### config.mk
export PLATFORM = sky130hd
export DESIGN_NAME = pci_top
export DESIGN_NICKNAME = d
export VERILOG_FILES = /design/src/rtl/pci_pkg.sv /design/src/rtl/pci_edge_detect.sv /design/src/rtl/pci_top.sv
export SDC_FILE = /design/constraint.sdc
export NUM_CORES = 1
export LEC_CHECK = 0
export ABC_AREA = 0
export BUFFER_PORTS_ARGS = -buffer_cell sky130_fd_sc_hd__buf_4
export CAP_MARGIN = 5
export CORE_UTILIZATION = 44
export DETAILED_ROUTE_END_ITERATION = 10
export GPL_TIMING_DRIVEN = 0
export PLACE_DENSITY = 0.85
export SETUP_SLACK_MARGIN = 0.4
export SLEW_MARGIN = 20
export SYNTH_ARGS = -nofsm -noshare
export SYNTH_HDL_FRONTEND = slang
export SYNTH_SLANG_ARGS = --single-unit
### constraint.sdc
create_clock -name pclk -period 1.4 [get_ports pclk]
set_input_delay 0.14 -clock pclk [delete_from_list [all_inputs] [get_ports pclk]]
set_output_delay 0.14 -clock pclk [all_outputs]
set_load 0.03 [all_outputs]
### src/rtl/pci_pkg.sv
/*
 * Package for the pin-change interrupt unit: register map, field
 * positions, reset values and the carrier structs.
 * Assumes an APB slave with 32-bit data and word-aligned registers.
 */
package pci_pkg;

  // ----------------------------------------------------------------
  // Geometry
  // ----------------------------------------------------------------
  localparam int PCI_NPINS = 6;
  localparam int PCI_REG_W = 8;
  localparam int PCI_ADDR_W = 8;

  // ----------------------------------------------------------------
  // Register offsets (byte addresses)
  // ----------------------------------------------------------------
  localparam logic [PCI_ADDR_W-1:0] PCI_OFF_RISE = 8'h00;
  localparam logic [PCI_ADDR_W-1:0] PCI_OFF_FALL = 8'h04;
  localparam logic [PCI_ADDR_W-1:0] PCI_OFF_FLAGS = 8'h08;
  localparam logic [PCI_ADDR_W-1:0] PCI_OFF_INTCTL = 8'h0c;
  localparam logic [PCI_ADDR_W-1:0] PCI_OFF_IRQ_STAT = 8'h10;
  localparam logic [PCI_ADDR_W-1:0] PCI_OFF_IRQ_MASK = 8'h14;

  // ----------------------------------------------------------------
  // Field positions
  // ----------------------------------------------------------------
  // int_control_reg: change_int_enable and change_int_summary
  localparam int PCI_INTCTL_IE_BIT = 3;
  localparam int PCI_INTCTL_SUM_BIT = 0;
  // Interrupt status and mask: a single event bit, bit 0, for all flags
  localparam int PCI_IRQ_EVT_BIT = 0;

  // ----------------------------------------------------------------
  // Reset values
  // ----------------------------------------------------------------
  localparam logic [PCI_NPINS-1:0] PCI_RST_EN = 6'h00;
  localparam logic [PCI_NPINS-1:0] PCI_RST_FLAGS = 6'h00;
  localparam logic PCI_RST_IE = 1'b0;
  localparam logic PCI_RST_MASK = 1'b0;

  // ----------------------------------------------------------------
  // Carriers
  // ----------------------------------------------------------------
  typedef struct packed {
    logic [PCI_NPINS-1:0] rise;
    logic [PCI_NPINS-1:0] fall;
  } pci_edges_s;

  typedef struct packed {
    logic [PCI_NPINS-1:0] rise_enable;
    logic [PCI_NPINS-1:0] fall_enable;
  } pci_cfg_s;

endpackage

### src/rtl/pci_edge_detect.sv
/*
 * Per-pin synchroniser and edge detector for the pin-change unit.
 * Assumes asynchronous pin inputs and a single system clock.
 */
`timescale 1ns/1ps
module pci_edge_detect (
  input wire logic pclk,
  input wire logic presetn,
  input wire logic [pci_pkg::PCI_NPINS-1:0] pins,
  output pci_pkg::pci_edges_s edges
);
  import pci_pkg::*;

  // ----------------------------------------------------------------
  // Two-flop synchroniser, then one history stage
  // ----------------------------------------------------------------
  logic [PCI_NPINS-1:0] meta_reg, meta_next;
  logic [PCI_NPINS-1:0] sync_reg, sync_next;
  logic [PCI_NPINS-1:0] prev_reg, prev_next;

  always_comb begin
    meta_next = pins;
    sync_next = meta_reg;
    prev_next = sync_reg;
  end

  always_ff @(posedge pclk or negedge presetn) begin
    if (!presetn) begin
      meta_reg <= 6'h00;
      sync_reg <= 6'h00;
      prev_reg <= 6'h00;
    end else begin
      meta_reg <= meta_next;
      sync_reg <= sync_next;
      prev_reg <= prev_next;
    end
  end

  // One pulse per edge: compare only settled samples
  assign edges = '{rise: sync_reg & ~prev_reg,
                   fall: ~sync_reg & prev_reg};

  a_edge_single: assert property (
    @(posedge pclk) disable iff (!presetn)
    (edges.rise | edges.fall) != 6'h00 |=>
    (edges.rise & $past(edges.rise)) == 6'h00 &&
    (edges.fall & $past(edges.fall)) == 6'h00)
    else $error("edge pulse lasted more than one cycle");

endmodule // pci_edge_detect

### src/rtl/pci_top.sv
/*
 * Pin-change interrupt unit for a six-pin port, with APB registers.
 * Assumes pins are asynchronous and the APB master meets the protocol.
 */
// Summary of operation
// - rise_enable bit arms rising-edge detection on its pin.
// - fall_enable bit arms falling-edge detection on its pin.
// - Enabled edge of matching direction sets the pin's change flag.
// - A change flag stays set until software writes it to zero.
// - With change_int_enable set, a detection raises the wake request.
// - Edges during sleep are flagged before the core resumes.
// - Bits 7 and 6 of the three pin registers ignore writes, read zero.
// - Detection and flagging continue while change_int_enable is clear.
// - change_int_summary is the read-only OR of all change flags.
// - An edge in the cycle of a flag write leaves the flag set.
// - Both enables set flag transitions in either direction.
`timescale 1ns/1ps
module pci_top (
  input wire logic pclk,
  input wire logic presetn,
  input wire logic psel,
  input wire logic penable,
  input wire logic pwrite,
  input wire logic [pci_pkg::PCI_ADDR_W-1:0] paddr,
  input wire logic [31:0] pwdata,
  output logic [31:0] prdata,
  output logic pready,
  output logic pslverr,
  input wire logic [pci_pkg::PCI_NPINS-1:0] port_a_pin,
  output logic change_int_req,
  output logic wake_req,
  output logic irq
);
  import pci_pkg::*;

  // ----------------------------------------------------------------
  // Helpers
  // ----------------------------------------------------------------
  function automatic logic [31:0] pci_zext(input logic [PCI_NPINS-1:0] v);
    pci_zext = {26'h0, v};
  endfunction

  function automatic logic pci_is_mapped(input logic [PCI_ADDR_W-1:0] a);
    pci_is_mapped = (a == PCI_OFF_RISE) || (a == PCI_OFF_FALL) ||
                    (a == PCI_OFF_FLAGS) || (a == PCI_OFF_INTCTL) ||
                    (a == PCI_OFF_IRQ_STAT) || (a == PCI_OFF_IRQ_MASK);
  endfunction

  // ----------------------------------------------------------------
  // Edge detection
  // ----------------------------------------------------------------
  pci_edges_s edges;

  pci_edge_detect u_edge (
    .pclk(pclk),
    .presetn(presetn),
    .pins(port_a_pin),
    .edges(edges)
  );

  // ----------------------------------------------------------------
  // Register state
  // ----------------------------------------------------------------
  pci_cfg_s cfg_reg, cfg_next;
  logic [PCI_NPINS-1:0] flags_reg, flags_next;
  logic ie_reg, ie_next;
  logic irq_stat_reg, irq_stat_next;
  logic irq_mask_reg, irq_mask_next;
  logic [31:0] prdata_reg, prdata_next;
  logic pready_reg, pready_next;
  logic pslverr_reg, pslverr_next;
  logic change_int_reg, change_int_next;
  logic wake_reg, wake_next;
  logic irq_reg, irq_next;

  logic [PCI_NPINS-1:0] detect;
  logic setup_ph;
  logic wr_en;
  logic any_detect;
  logic [PCI_NPINS-1:0] rise_hit;
  logic [PCI_NPINS-1:0] fall_hit;
  logic [PCI_NPINS-1:0] dual_hit;
  logic [PCI_NPINS-1:0] fresh_hit;

  // Access completes one cycle after setup; pready high in that cycle
  assign setup_ph = psel && !penable;
  assign wr_en = psel && penable && pready_reg && pwrite;

  // Rising and falling arms are independent; both give either way
  assign detect = (edges.rise & cfg_reg.rise_enable) |
                  (edges.fall & cfg_reg.fall_enable);
  assign any_detect = |detect;

  // Named terms so the checks can look one cycle back
  assign rise_hit = edges.rise & cfg_reg.rise_enable;
  assign fall_hit = edges.fall & cfg_reg.fall_enable;
  assign dual_hit = (edges.rise | edges.fall) & cfg_reg.rise_enable &
                    cfg_reg.fall_enable;
  assign fresh_hit = detect & ~flags_reg;

  // ----------------------------------------------------------------
  // Next-state logic
  // ----------------------------------------------------------------
  always_comb begin
    cfg_next = cfg_reg;
    flags_next = flags_reg;
    ie_next = ie_reg;
    irq_stat_next = irq_stat_reg;
    irq_mask_next = irq_mask_reg;
    prdata_next = prdata_reg;
    pslverr_next = 1'b0;
    pready_next = setup_ph;

    // Only bits 5..0 exist, upper write data dropped
    if (wr_en && pci_is_mapped(paddr)) begin
      unique case (paddr)
        PCI_OFF_RISE: begin
          cfg_next.rise_enable = pwdata[PCI_NPINS-1:0];
        end
        PCI_OFF_FALL: begin
          cfg_next.fall_enable = pwdata[PCI_NPINS-1:0];
        end
        PCI_OFF_FLAGS: begin
          // Writing zero clears; writing one is kept as written
          flags_next = pwdata[PCI_NPINS-1:0];
        end
        PCI_OFF_INTCTL: begin
          ie_next = pwdata[PCI_INTCTL_IE_BIT];
        end
        PCI_OFF_IRQ_STAT: begin
          if (pwdata[PCI_IRQ_EVT_BIT]) begin
            irq_stat_next = 1'b0;
          end
        end
        PCI_OFF_IRQ_MASK: begin
          irq_mask_next = pwdata[PCI_IRQ_EVT_BIT];
        end
        default: begin
        end
      endcase
    end

    // Hardware set beats the software write
    // Flagging does not depend on the master enable
    flags_next = flags_next | detect;
    if (any_detect) begin
      irq_stat_next = 1'b1;
    end

    if (setup_ph) begin
      pslverr_next = !pci_is_mapped(paddr);
      unique case (paddr)
        PCI_OFF_RISE: prdata_next = pci_zext(cfg_reg.rise_enable);
        PCI_OFF_FALL: prdata_next = pci_zext(cfg_reg.fall_enable);
        PCI_OFF_FLAGS: prdata_next = pci_zext(flags_reg);
        PCI_OFF_INTCTL: begin
          prdata_next = 32'h00000000;
          prdata_next[PCI_INTCTL_IE_BIT] = ie_reg;
          prdata_next[PCI_INTCTL_SUM_BIT] = |flags_reg;
        end
        PCI_OFF_IRQ_STAT: prdata_next = {31'h0, irq_stat_reg};
        PCI_OFF_IRQ_MASK: prdata_next = {31'h0, irq_mask_reg};
        default: prdata_next = 32'h00000000;
      endcase
    end

    // Summary read-only; request only with master enable
    change_int_next = ie_next && (|flags_next);
    // Flag and wake land together, so flag is visible on wake
    wake_next = ie_next && (|flags_next);
    irq_next = irq_stat_next && irq_mask_next;
  end

  // ----------------------------------------------------------------
  // Registers
  // ----------------------------------------------------------------
  always_ff @(posedge pclk or negedge presetn) begin
    if (!presetn) begin
      cfg_reg <= {PCI_RST_EN, PCI_RST_EN};
      flags_reg <= PCI_RST_FLAGS;
      ie_reg <= PCI_RST_IE;
      irq_stat_reg <= 1'b0;
      irq_mask_reg <= PCI_RST_MASK;
      prdata_reg <= 32'h00000000;
      pready_reg <= 1'b0;
      pslverr_reg <= 1'b0;
      change_int_reg <= 1'b0;
      wake_reg <= 1'b0;
      irq_reg <= 1'b0;
    end else begin
      cfg_reg <= cfg_next;
      flags_reg <= flags_next;
      ie_reg <= ie_next;
      irq_stat_reg <= irq_stat_next;
      irq_mask_reg <= irq_mask_next;
      prdata_reg <= prdata_next;
      pready_reg <= pready_next;
      pslverr_reg <= pslverr_next;
      change_int_reg <= change_int_next;
      wake_reg <= wake_next;
      irq_reg <= irq_next;
    end
  end

  assign prdata = prdata_reg;
  assign pready = pready_reg;
  assign pslverr = pslverr_reg;
  assign change_int_req = change_int_reg;
  assign wake_req = wake_reg;
  assign irq = irq_reg;

  // ----------------------------------------------------------------
  // Checks
  // ----------------------------------------------------------------
  a_rise_sets: assert property (
    @(posedge pclk) disable iff (!presetn)
    rise_hit != 6'h00 |=> (flags_reg & $past(rise_hit)) == $past(rise_hit))
    else $error("enabled rising edge did not set flag");

  a_rise_write: assert property (
    @(posedge pclk) disable iff (!presetn)
    wr_en && paddr == PCI_OFF_RISE |=>
    cfg_reg.rise_enable == $past(pwdata[PCI_NPINS-1:0]))
    else $error("rise enable write did not land");

  a_fall_sets: assert property (
    @(posedge pclk) disable iff (!presetn)
    fall_hit != 6'h00 |=> (flags_reg & $past(fall_hit)) == $past(fall_hit))
    else $error("enabled falling edge did not set flag");

  a_fall_write: assert property (
    @(posedge pclk) disable iff (!presetn)
    wr_en && paddr == PCI_OFF_FALL |=>
    cfg_reg.fall_enable == $past(pwdata[PCI_NPINS-1:0]))
    else $error("fall enable write did not land");

  a_flag_cause: assert property (
    @(posedge pclk) disable iff (!presetn)
    !wr_en |=> (flags_reg & ~$past(flags_reg)) == $past(fresh_hit))
    else $error("flag set without enabled edge");

  a_stat_sets: assert property (
    @(posedge pclk) disable iff (!presetn)
    any_detect |=> irq_stat_reg)
    else $error("detection did not set interrupt status");

  a_flag_sticky: assert property (
    @(posedge pclk) disable iff (!presetn)
    !(wr_en && paddr == PCI_OFF_FLAGS) |=>
    ($past(flags_reg) & ~flags_reg) == 6'h00)
    else $error("flag cleared without software write");

  a_flag_write: assert property (
    @(posedge pclk) disable iff (!presetn)
    wr_en && paddr == PCI_OFF_FLAGS |=>
    flags_reg == ($past(pwdata[PCI_NPINS-1:0]) | $past(detect)))
    else $error("flag write gave wrong value");

  a_wake_follows: assert property (
    @(posedge pclk) disable iff (!presetn)
    ie_reg && any_detect && !(wr_en && paddr == PCI_OFF_INTCTL) |=>
    wake_req && change_int_req)
    else $error("wake request missing after detection");

  a_req_level: assert property (
    @(posedge pclk) disable iff (!presetn)
    change_int_req == (ie_reg && flags_reg != 6'h00) &&
    wake_req == change_int_req)
    else $error("request level not enable and any flag");

  a_ie_write: assert property (
    @(posedge pclk) disable iff (!presetn)
    wr_en && paddr == PCI_OFF_INTCTL |=>
    ie_reg == $past(pwdata[PCI_INTCTL_IE_BIT]))
    else $error("master enable write did not land");

  a_wake_flag: assert property (
    @(posedge pclk) disable iff (!presetn)
    $rose(wake_req) |-> flags_reg != 6'h00)
    else $error("wake raised before flag recorded");

  a_upper_zero: assert property (
    @(posedge pclk) disable iff (!presetn)
    pready && !pwrite && (paddr == PCI_OFF_RISE || paddr == PCI_OFF_FALL ||
    paddr == PCI_OFF_FLAGS) |-> prdata[31:PCI_NPINS] == '0)
    else $error("unimplemented bits read nonzero");

  a_err_zero: assert property (
    @(posedge pclk) disable iff (!presetn)
    pready && pslverr |-> prdata == 32'h00000000)
    else $error("unmapped read returned nonzero");

  a_flag_no_ie: assert property (
    @(posedge pclk) disable iff (!presetn)
    !ie_reg && any_detect && !(wr_en && paddr == PCI_OFF_INTCTL) |=>
    flags_reg != 6'h00 && !wake_req)
    else $error("flagging blocked or wake raised without enable");

  a_quiet_no_ie: assert property (
    @(posedge pclk) disable iff (!presetn)
    !ie_reg && !(wr_en && paddr == PCI_OFF_INTCTL) |=> !change_int_req)
    else $error("request raised with master enable clear");

  a_summary_or: assert property (
    @(posedge pclk) disable iff (!presetn)
    pready && !pwrite && paddr == PCI_OFF_INTCTL |->
    prdata[PCI_INTCTL_SUM_BIT] == |$past(flags_reg))
    else $error("summary bit not OR of flags");

  a_set_wins: assert property (
    @(posedge pclk) disable iff (!presetn)
    wr_en && paddr == PCI_OFF_FLAGS && any_detect |=>
    (flags_reg & $past(detect)) == $past(detect))
    else $error("edge lost during flag write");

  a_both_edges: assert property (
    @(posedge pclk) disable iff (!presetn)
    dual_hit != 6'h00 |=> (flags_reg & $past(dual_hit)) == $past(dual_hit))
    else $error("dual-enabled pin missed an edge");

endmodule // pci_top

# After elaboration in Yosys (flattened, before gate mapping)

Cells that the tools add are included.

Eq/ne operators: 5
Mux-type cells: 12
Bitwise logic cells: 8
Reduce and logical (&&, ||, !) cells: 20

Operator list:

| operator             | number |
|---|---|
| $pmux W6 S6          | 1 |
| $and A6 B6 Y6        | 4 |
| $reduce_or A6 Y1     | 3 |
| $eq A8 B4 Y1 const B | 2 |
| $eq A8 B5 Y1 const B | 2 |
| $mux W6              | 2 |
| $not A6 Y6           | 2 |
| $or A6 B6 Y6         | 2 |
| $mux W1              | 9 |
| $eq A8 B3 Y1 const B | 1 |
| $logic_not A8 Y1     | 1 |
| $logic_and A1 B1 Y1  | 7 |
| $logic_or A1 B1 Y1   | 5 |
| $reduce_and A2 Y1    | 2 |
| $logic_not A1 Y1     | 2 |

Register bits: 75
Bits of input ports: 51
Output and inout port bits: 37
Word-level logic and storage cells: 59

# Longest topological paths before layout

Word-level depth: 11
Gate-level depth with buffers: 6

# Hierarchy

From an unflattened synthesis, not the netlist that was laid out.

Cells, all modules: 183
Area total of the unflattened synthesis: 2267.2 um^2

By module, submodules not included:

| module          | instances | cells an instance | area each (um^2) | seq. area each (um^2) |
|---|---|---|---|---|
| pci_top         | 1         | 153               | 1711.6           | 775.7 |
| pci_edge_detect | 1         | 30                | 555.5            | 450.4 |

# Least setup slack after synthesis

No wires, ideal clock.

Path type: input to register
From: input port paddr[5] in the netlist's numbering
To: register cfg_reg[10] in the netlist's numbering
Setup time: 0.125 ns
Arrival time: 1.577 ns
Path slack: -0.302 ns
Stages on the path: 5
Path buffers: 0
Cells stage by stage: or4_4 > or3_4 > nor2_8 > nand2_4 > mux2_4

Word-level cells in the longest chain between the ends: 8
Elaborated cells between the ends (all ways): 13
Those cells by class: 5 x eq/ne; 8 x reduce/logical

RTL lines:

| item                                             | line                          | RTL |
|---|---|---|
| from (decl)                                      | pci_top.sv:24                 | `input wire logic [pci_pkg::PCI_ADDR_W-1:0] paddr,` |
| $eq A8 B3 Y1 or $logic_not A8 Y1 (tied branches) | pci_top.sv:44, pci_top.sv:116 |  |
| $logic_or A1 B1 Y1 (2 in series)                 | pci_top.sv:44                 | `pci_is_mapped = (a == PCI_OFF_RISE) \|\| (a == PCI_OFF_FALL) \|\|` |
| $logic_or A1 B1 Y1 (2 in series)                 | pci_top.sv:45                 | `(a == PCI_OFF_FLAGS) \|\| (a == PCI_OFF_INTCTL) \|\|` |
| $logic_or A1 B1 Y1                               | pci_top.sv:46                 | `(a == PCI_OFF_IRQ_STAT) \|\| (a == PCI_OFF_IRQ_MASK);` |
| $logic_and A1 B1 Y1                              | pci_top.sv:115                | `if (wr_en && pci_is_mapped(paddr)) begin` |
| $reduce_and A2 Y1 (no source line) (*)           | -                             |  |
| to (signal assigned)                             | pci_top.sv:179                | `cfg_reg <= {PCI_RST_EN, PCI_RST_EN};` |
| to (signal assigned)                             | pci_top.sv:191                | `cfg_reg <= cfg_next;` |
| to (decl)                                        | pci_top.sv:64                 | `pci_cfg_s cfg_reg, cfg_next;` |

Mark *: on every way between the ends. The rest lies on a longest branch, timed or not.
A chain may end at the register's enable or synchronous reset.

# Worst setup path in the final report

From: register flags_reg[4]
To: register prdata_reg[0] (netlist: prdata[0])

Word-level cells in the longest chain between the ends: 2

RTL lines:

| item                   | line           | RTL |
|---|---|---|
| from (decl)            | pci_top.sv:65  | `logic [PCI_NPINS-1:0] flags_reg, flags_next;` |
| from (signal assigned) | pci_top.sv:192 | `flags_reg <= flags_next;` |
| $reduce_or A6 Y1       | pci_top.sv:159 | `prdata_next[PCI_INTCTL_SUM_BIT] = \|flags_reg;` |
| $pmux W6 S6            | pci_top.sv:152 | `unique case (paddr)` |
| to (signal assigned)   | pci_top.sv:196 | `prdata_reg <= prdata_next;` |
| to (decl)              | pci_top.sv:69  | `logic [31:0] prdata_reg, prdata_next;` |

Every way passes these cells.

==> out/results.txt <==
Final count of hold timing violations -> 0
Die width -> 74.1 um
Worst Skew -> 0.00894 ns
Grt met3 use -> 0.0393
Fillers -> 366
Residual DRC count -> 0
Final ANT Viol Nets -> 0
Mapped Cells -> 198
Crit path buffers/inverters -> 0
Async S/R FF share, synth -> 1.00
Total CTS buffers -> 5
Core area -> 4850 um2
Clock H-tree levels -> 2
Failing checks -> setup timing
Yosys reg bits -> 49
Grt met1 use -> 0.209
Non-filler cells in the finished layout -> 357
Hold crit path type -> input pin to flop
Top Usage Layer GRT -> met2
Max stage delay on crit path -> 0.55 ns
Global-route wire length before repair -> 7.22 mm
Crit path max fanout -> 2
Largest register FFs -> 12
Worst path cell trace -> or4_4, o21ai_2, a31oi_1, a21oi_1, o31ai_1
Largest net degree at the start of global routing -> 50
Initial antenna violation count -> 0
Synth Warn # -> 0
Worst-Skew Late Latency -> 0.31 ns
TNS Setup -> -3.59 ns
Area Overhead vs Synth -> 40.0%
Synth cell count leaders -> 49 x dfrtp_1, 27 x buf_4, 17 x nand2_1, 13 x nor2_1, 12 x mux2_4
Via count -> 1705
Post-Syn Area -> 2290 um2
Drt wl/cell -> 14.1 um
Dpl cells -> 325
Required time of the worst setup path -> 1.59 ns
Die Y -> 74.1 um
Top cell type's share of synthesized area -> 0.536
Site row count -> 25
RSZ-0062 raised after global routing -> yes
Worst reg2reg setup slack -> -0.19 ns
Util after Layout -> 0.661
Global route total overflow -> 0
Crit path from -> flags_reg[4]
Worst Setup Slack, final -> -0.193 ns
Register area -> 1230 um2
Reg2reg path depth -> 5
Post-DP HPWL -> 3.20 mm
IO Pins -> 88
Multi-input gate area -> 1040 um2
Worst vdd ir -> 657 uV
Die Area -> 5500 um2
Port Buf Inserts -> 35
Worst hold start -> pwdata[4]
Clk sink count -> 49
Pwr per Cell Area -> 823 nW/um2
Met2 Use GR -> 0.322
Crit path DAT -> 1.78 ns
Main flop type after synthesis -> dfrtp_1
Max Clk Rate -> 628 MHz
Syn Area/Cell -> 11.6 um2
Max Cap Violations -> 0
CTS tree -> built
Tot GR Track Use -> 0.183
CP endpoint -> prdata[0]
CP top delay family -> simple AND/OR/NAND/NOR gates
Slowest CP cell -> or4_4
CTS Buffer Depth -> 2
Initial core utilization -> 0.472
Count leader, synth -> dfrtp_1
Worst-path clk slew -> 0.08 ns
R2r startpoint -> flags_reg[4]
Gpl congestion -> 0.787
Max-slew violation count -> 0
Final nets -> 340
# setup viols final -> 22
Number of flops mapped to enable cells by yosys -> 0
Final Cycle Share -> 1.14
Startpoint types -> flop
Slew margin rel. -> 0.586
Ant diodes -> 0
Worst setup EP type -> flop
DP Worst Slack -> -0.486 ns
Min-Delay Path Depth -> 2
Top cells by area in the synthesized netlist -> dfrtp_1 54%, buf_4 8.9%, mux2_4 7.9%, nand2_1 2.8%, mux2_2 2.5%
Worst Setup Path Type -> flop to flop
First-pass iteration count of the detailed router -> 5
R2R Path End -> prdata[0]
Detailed Route WL -> 5.03 mm
Status -> finished with violations
Share of cells above drive strength 1 -> 0.438
Yosys top cell by area -> dfrtp_1
Root Buffer -> clkbuf_8
Tmin final -> 1.59 ns
Yosys cell types -> 29
CP Depth -> 5
DR iter-0 viols -> 122
Number of global-route vias before repair -> 1601
Vias per inst -> 4.78
Leakage -> 1.67 nW
Register area share after synthesis -> 0.536
Pwr Total -> 2.64 mW
Worst-Margin Slew -> 0.621 ns
how the worst min path moves through the flow:
stage                         endpoint  slack (ns)
CTS                         cfg_reg[4]        0.09
floorplan                   cfg_reg[0]       -0.16
detailed placement  u_edge.meta_reg[1]        0.19
global placement    u_edge.meta_reg[0]        0.18
global route               cfg_reg[10]        0.09
finish                     cfg_reg[10]        0.09
through the flow:
step           hold WS (ns)  cell area [um2]
5_1_grt              0.0915             3210
3_3_place_gp          0.183             2740
2_1_floorplan        -0.156             2390
3_5_place_dp          0.187             2740
6_report             0.0939             3210
4_1_cts              0.0946             3120
what timing repair did:
| action | in CTS | in global routing |
|---|---|---|
| gates resized for setup | 33 | 13 |
| cloned | 1 | 0 |
| hold buffers | 7 | 0 |
| pin swaps | 15 | 6 |
| endpoints found under the hold margin | 55 | 0 |
| setup endpoints to repair | 38 | 38 |
| setup buffers | 13 | 3 |
metal layers:
metal,up-vias,share of wire,wire length (um)
met1,815,0.39,1980
met2,69,0.54,2710
met3,6,0.057,289
met5,-,0,0
met4,0,0.011,55
li1,815,-,-
cells by family after synthesis:
logic type,after synthesis,share of synthesized area
other,1,0.00164
flip-flops,49,0.536
AO/OA/AOI/OAI,26,0.0732
buffers and inverters,40,0.111
AND/OR/NAND/NOR,59,0.144
multiplexers,23,0.135
layout make-up:
cell class	count	share of cell area
Buffer	31	0.0722
Timing Repair Buffer	59	0.160
Tap cell	67	0.0262
Clock buffer	8	0.0250
Multi-Input combinational cell	134	0.324
Sequential cell	49	0.383
Inverter	9	0.0105
report_power, final:
| part | internal [mW] | switching (mW) | total [mW] |
|---|---|---|---|
| clock | 0.355 | 0.436 | 0.791 |
| sequential | 1.45 | 0.0246 | 1.48 |
| combinational | 0.151 | 0.216 | 0.367 |
| total | 1.96 | 0.676 | 2.64 |
placed cells by master, fill, tap and decap left out, types with 7 or more instances in the layout:
| cell | Yosys | layout |
|---|---|---|
| inv_1 | 9 | 9 |
| buf_6 | 0 | 16 |
| mux2_4 | 12 | 14 |
| conb_1 | 1 | 26 |
| nand2_1 | 17 | 17 |
| buf_4 | 27 | 64 |
| dfrtp_1 | 49 | 49 |
| nor2_1 | 13 | 10 |
| dlygate4sd3_1 | 0 | 7 |
| nand3b_1 | 7 | 7 |
Power figures use the tool's default switching activity.
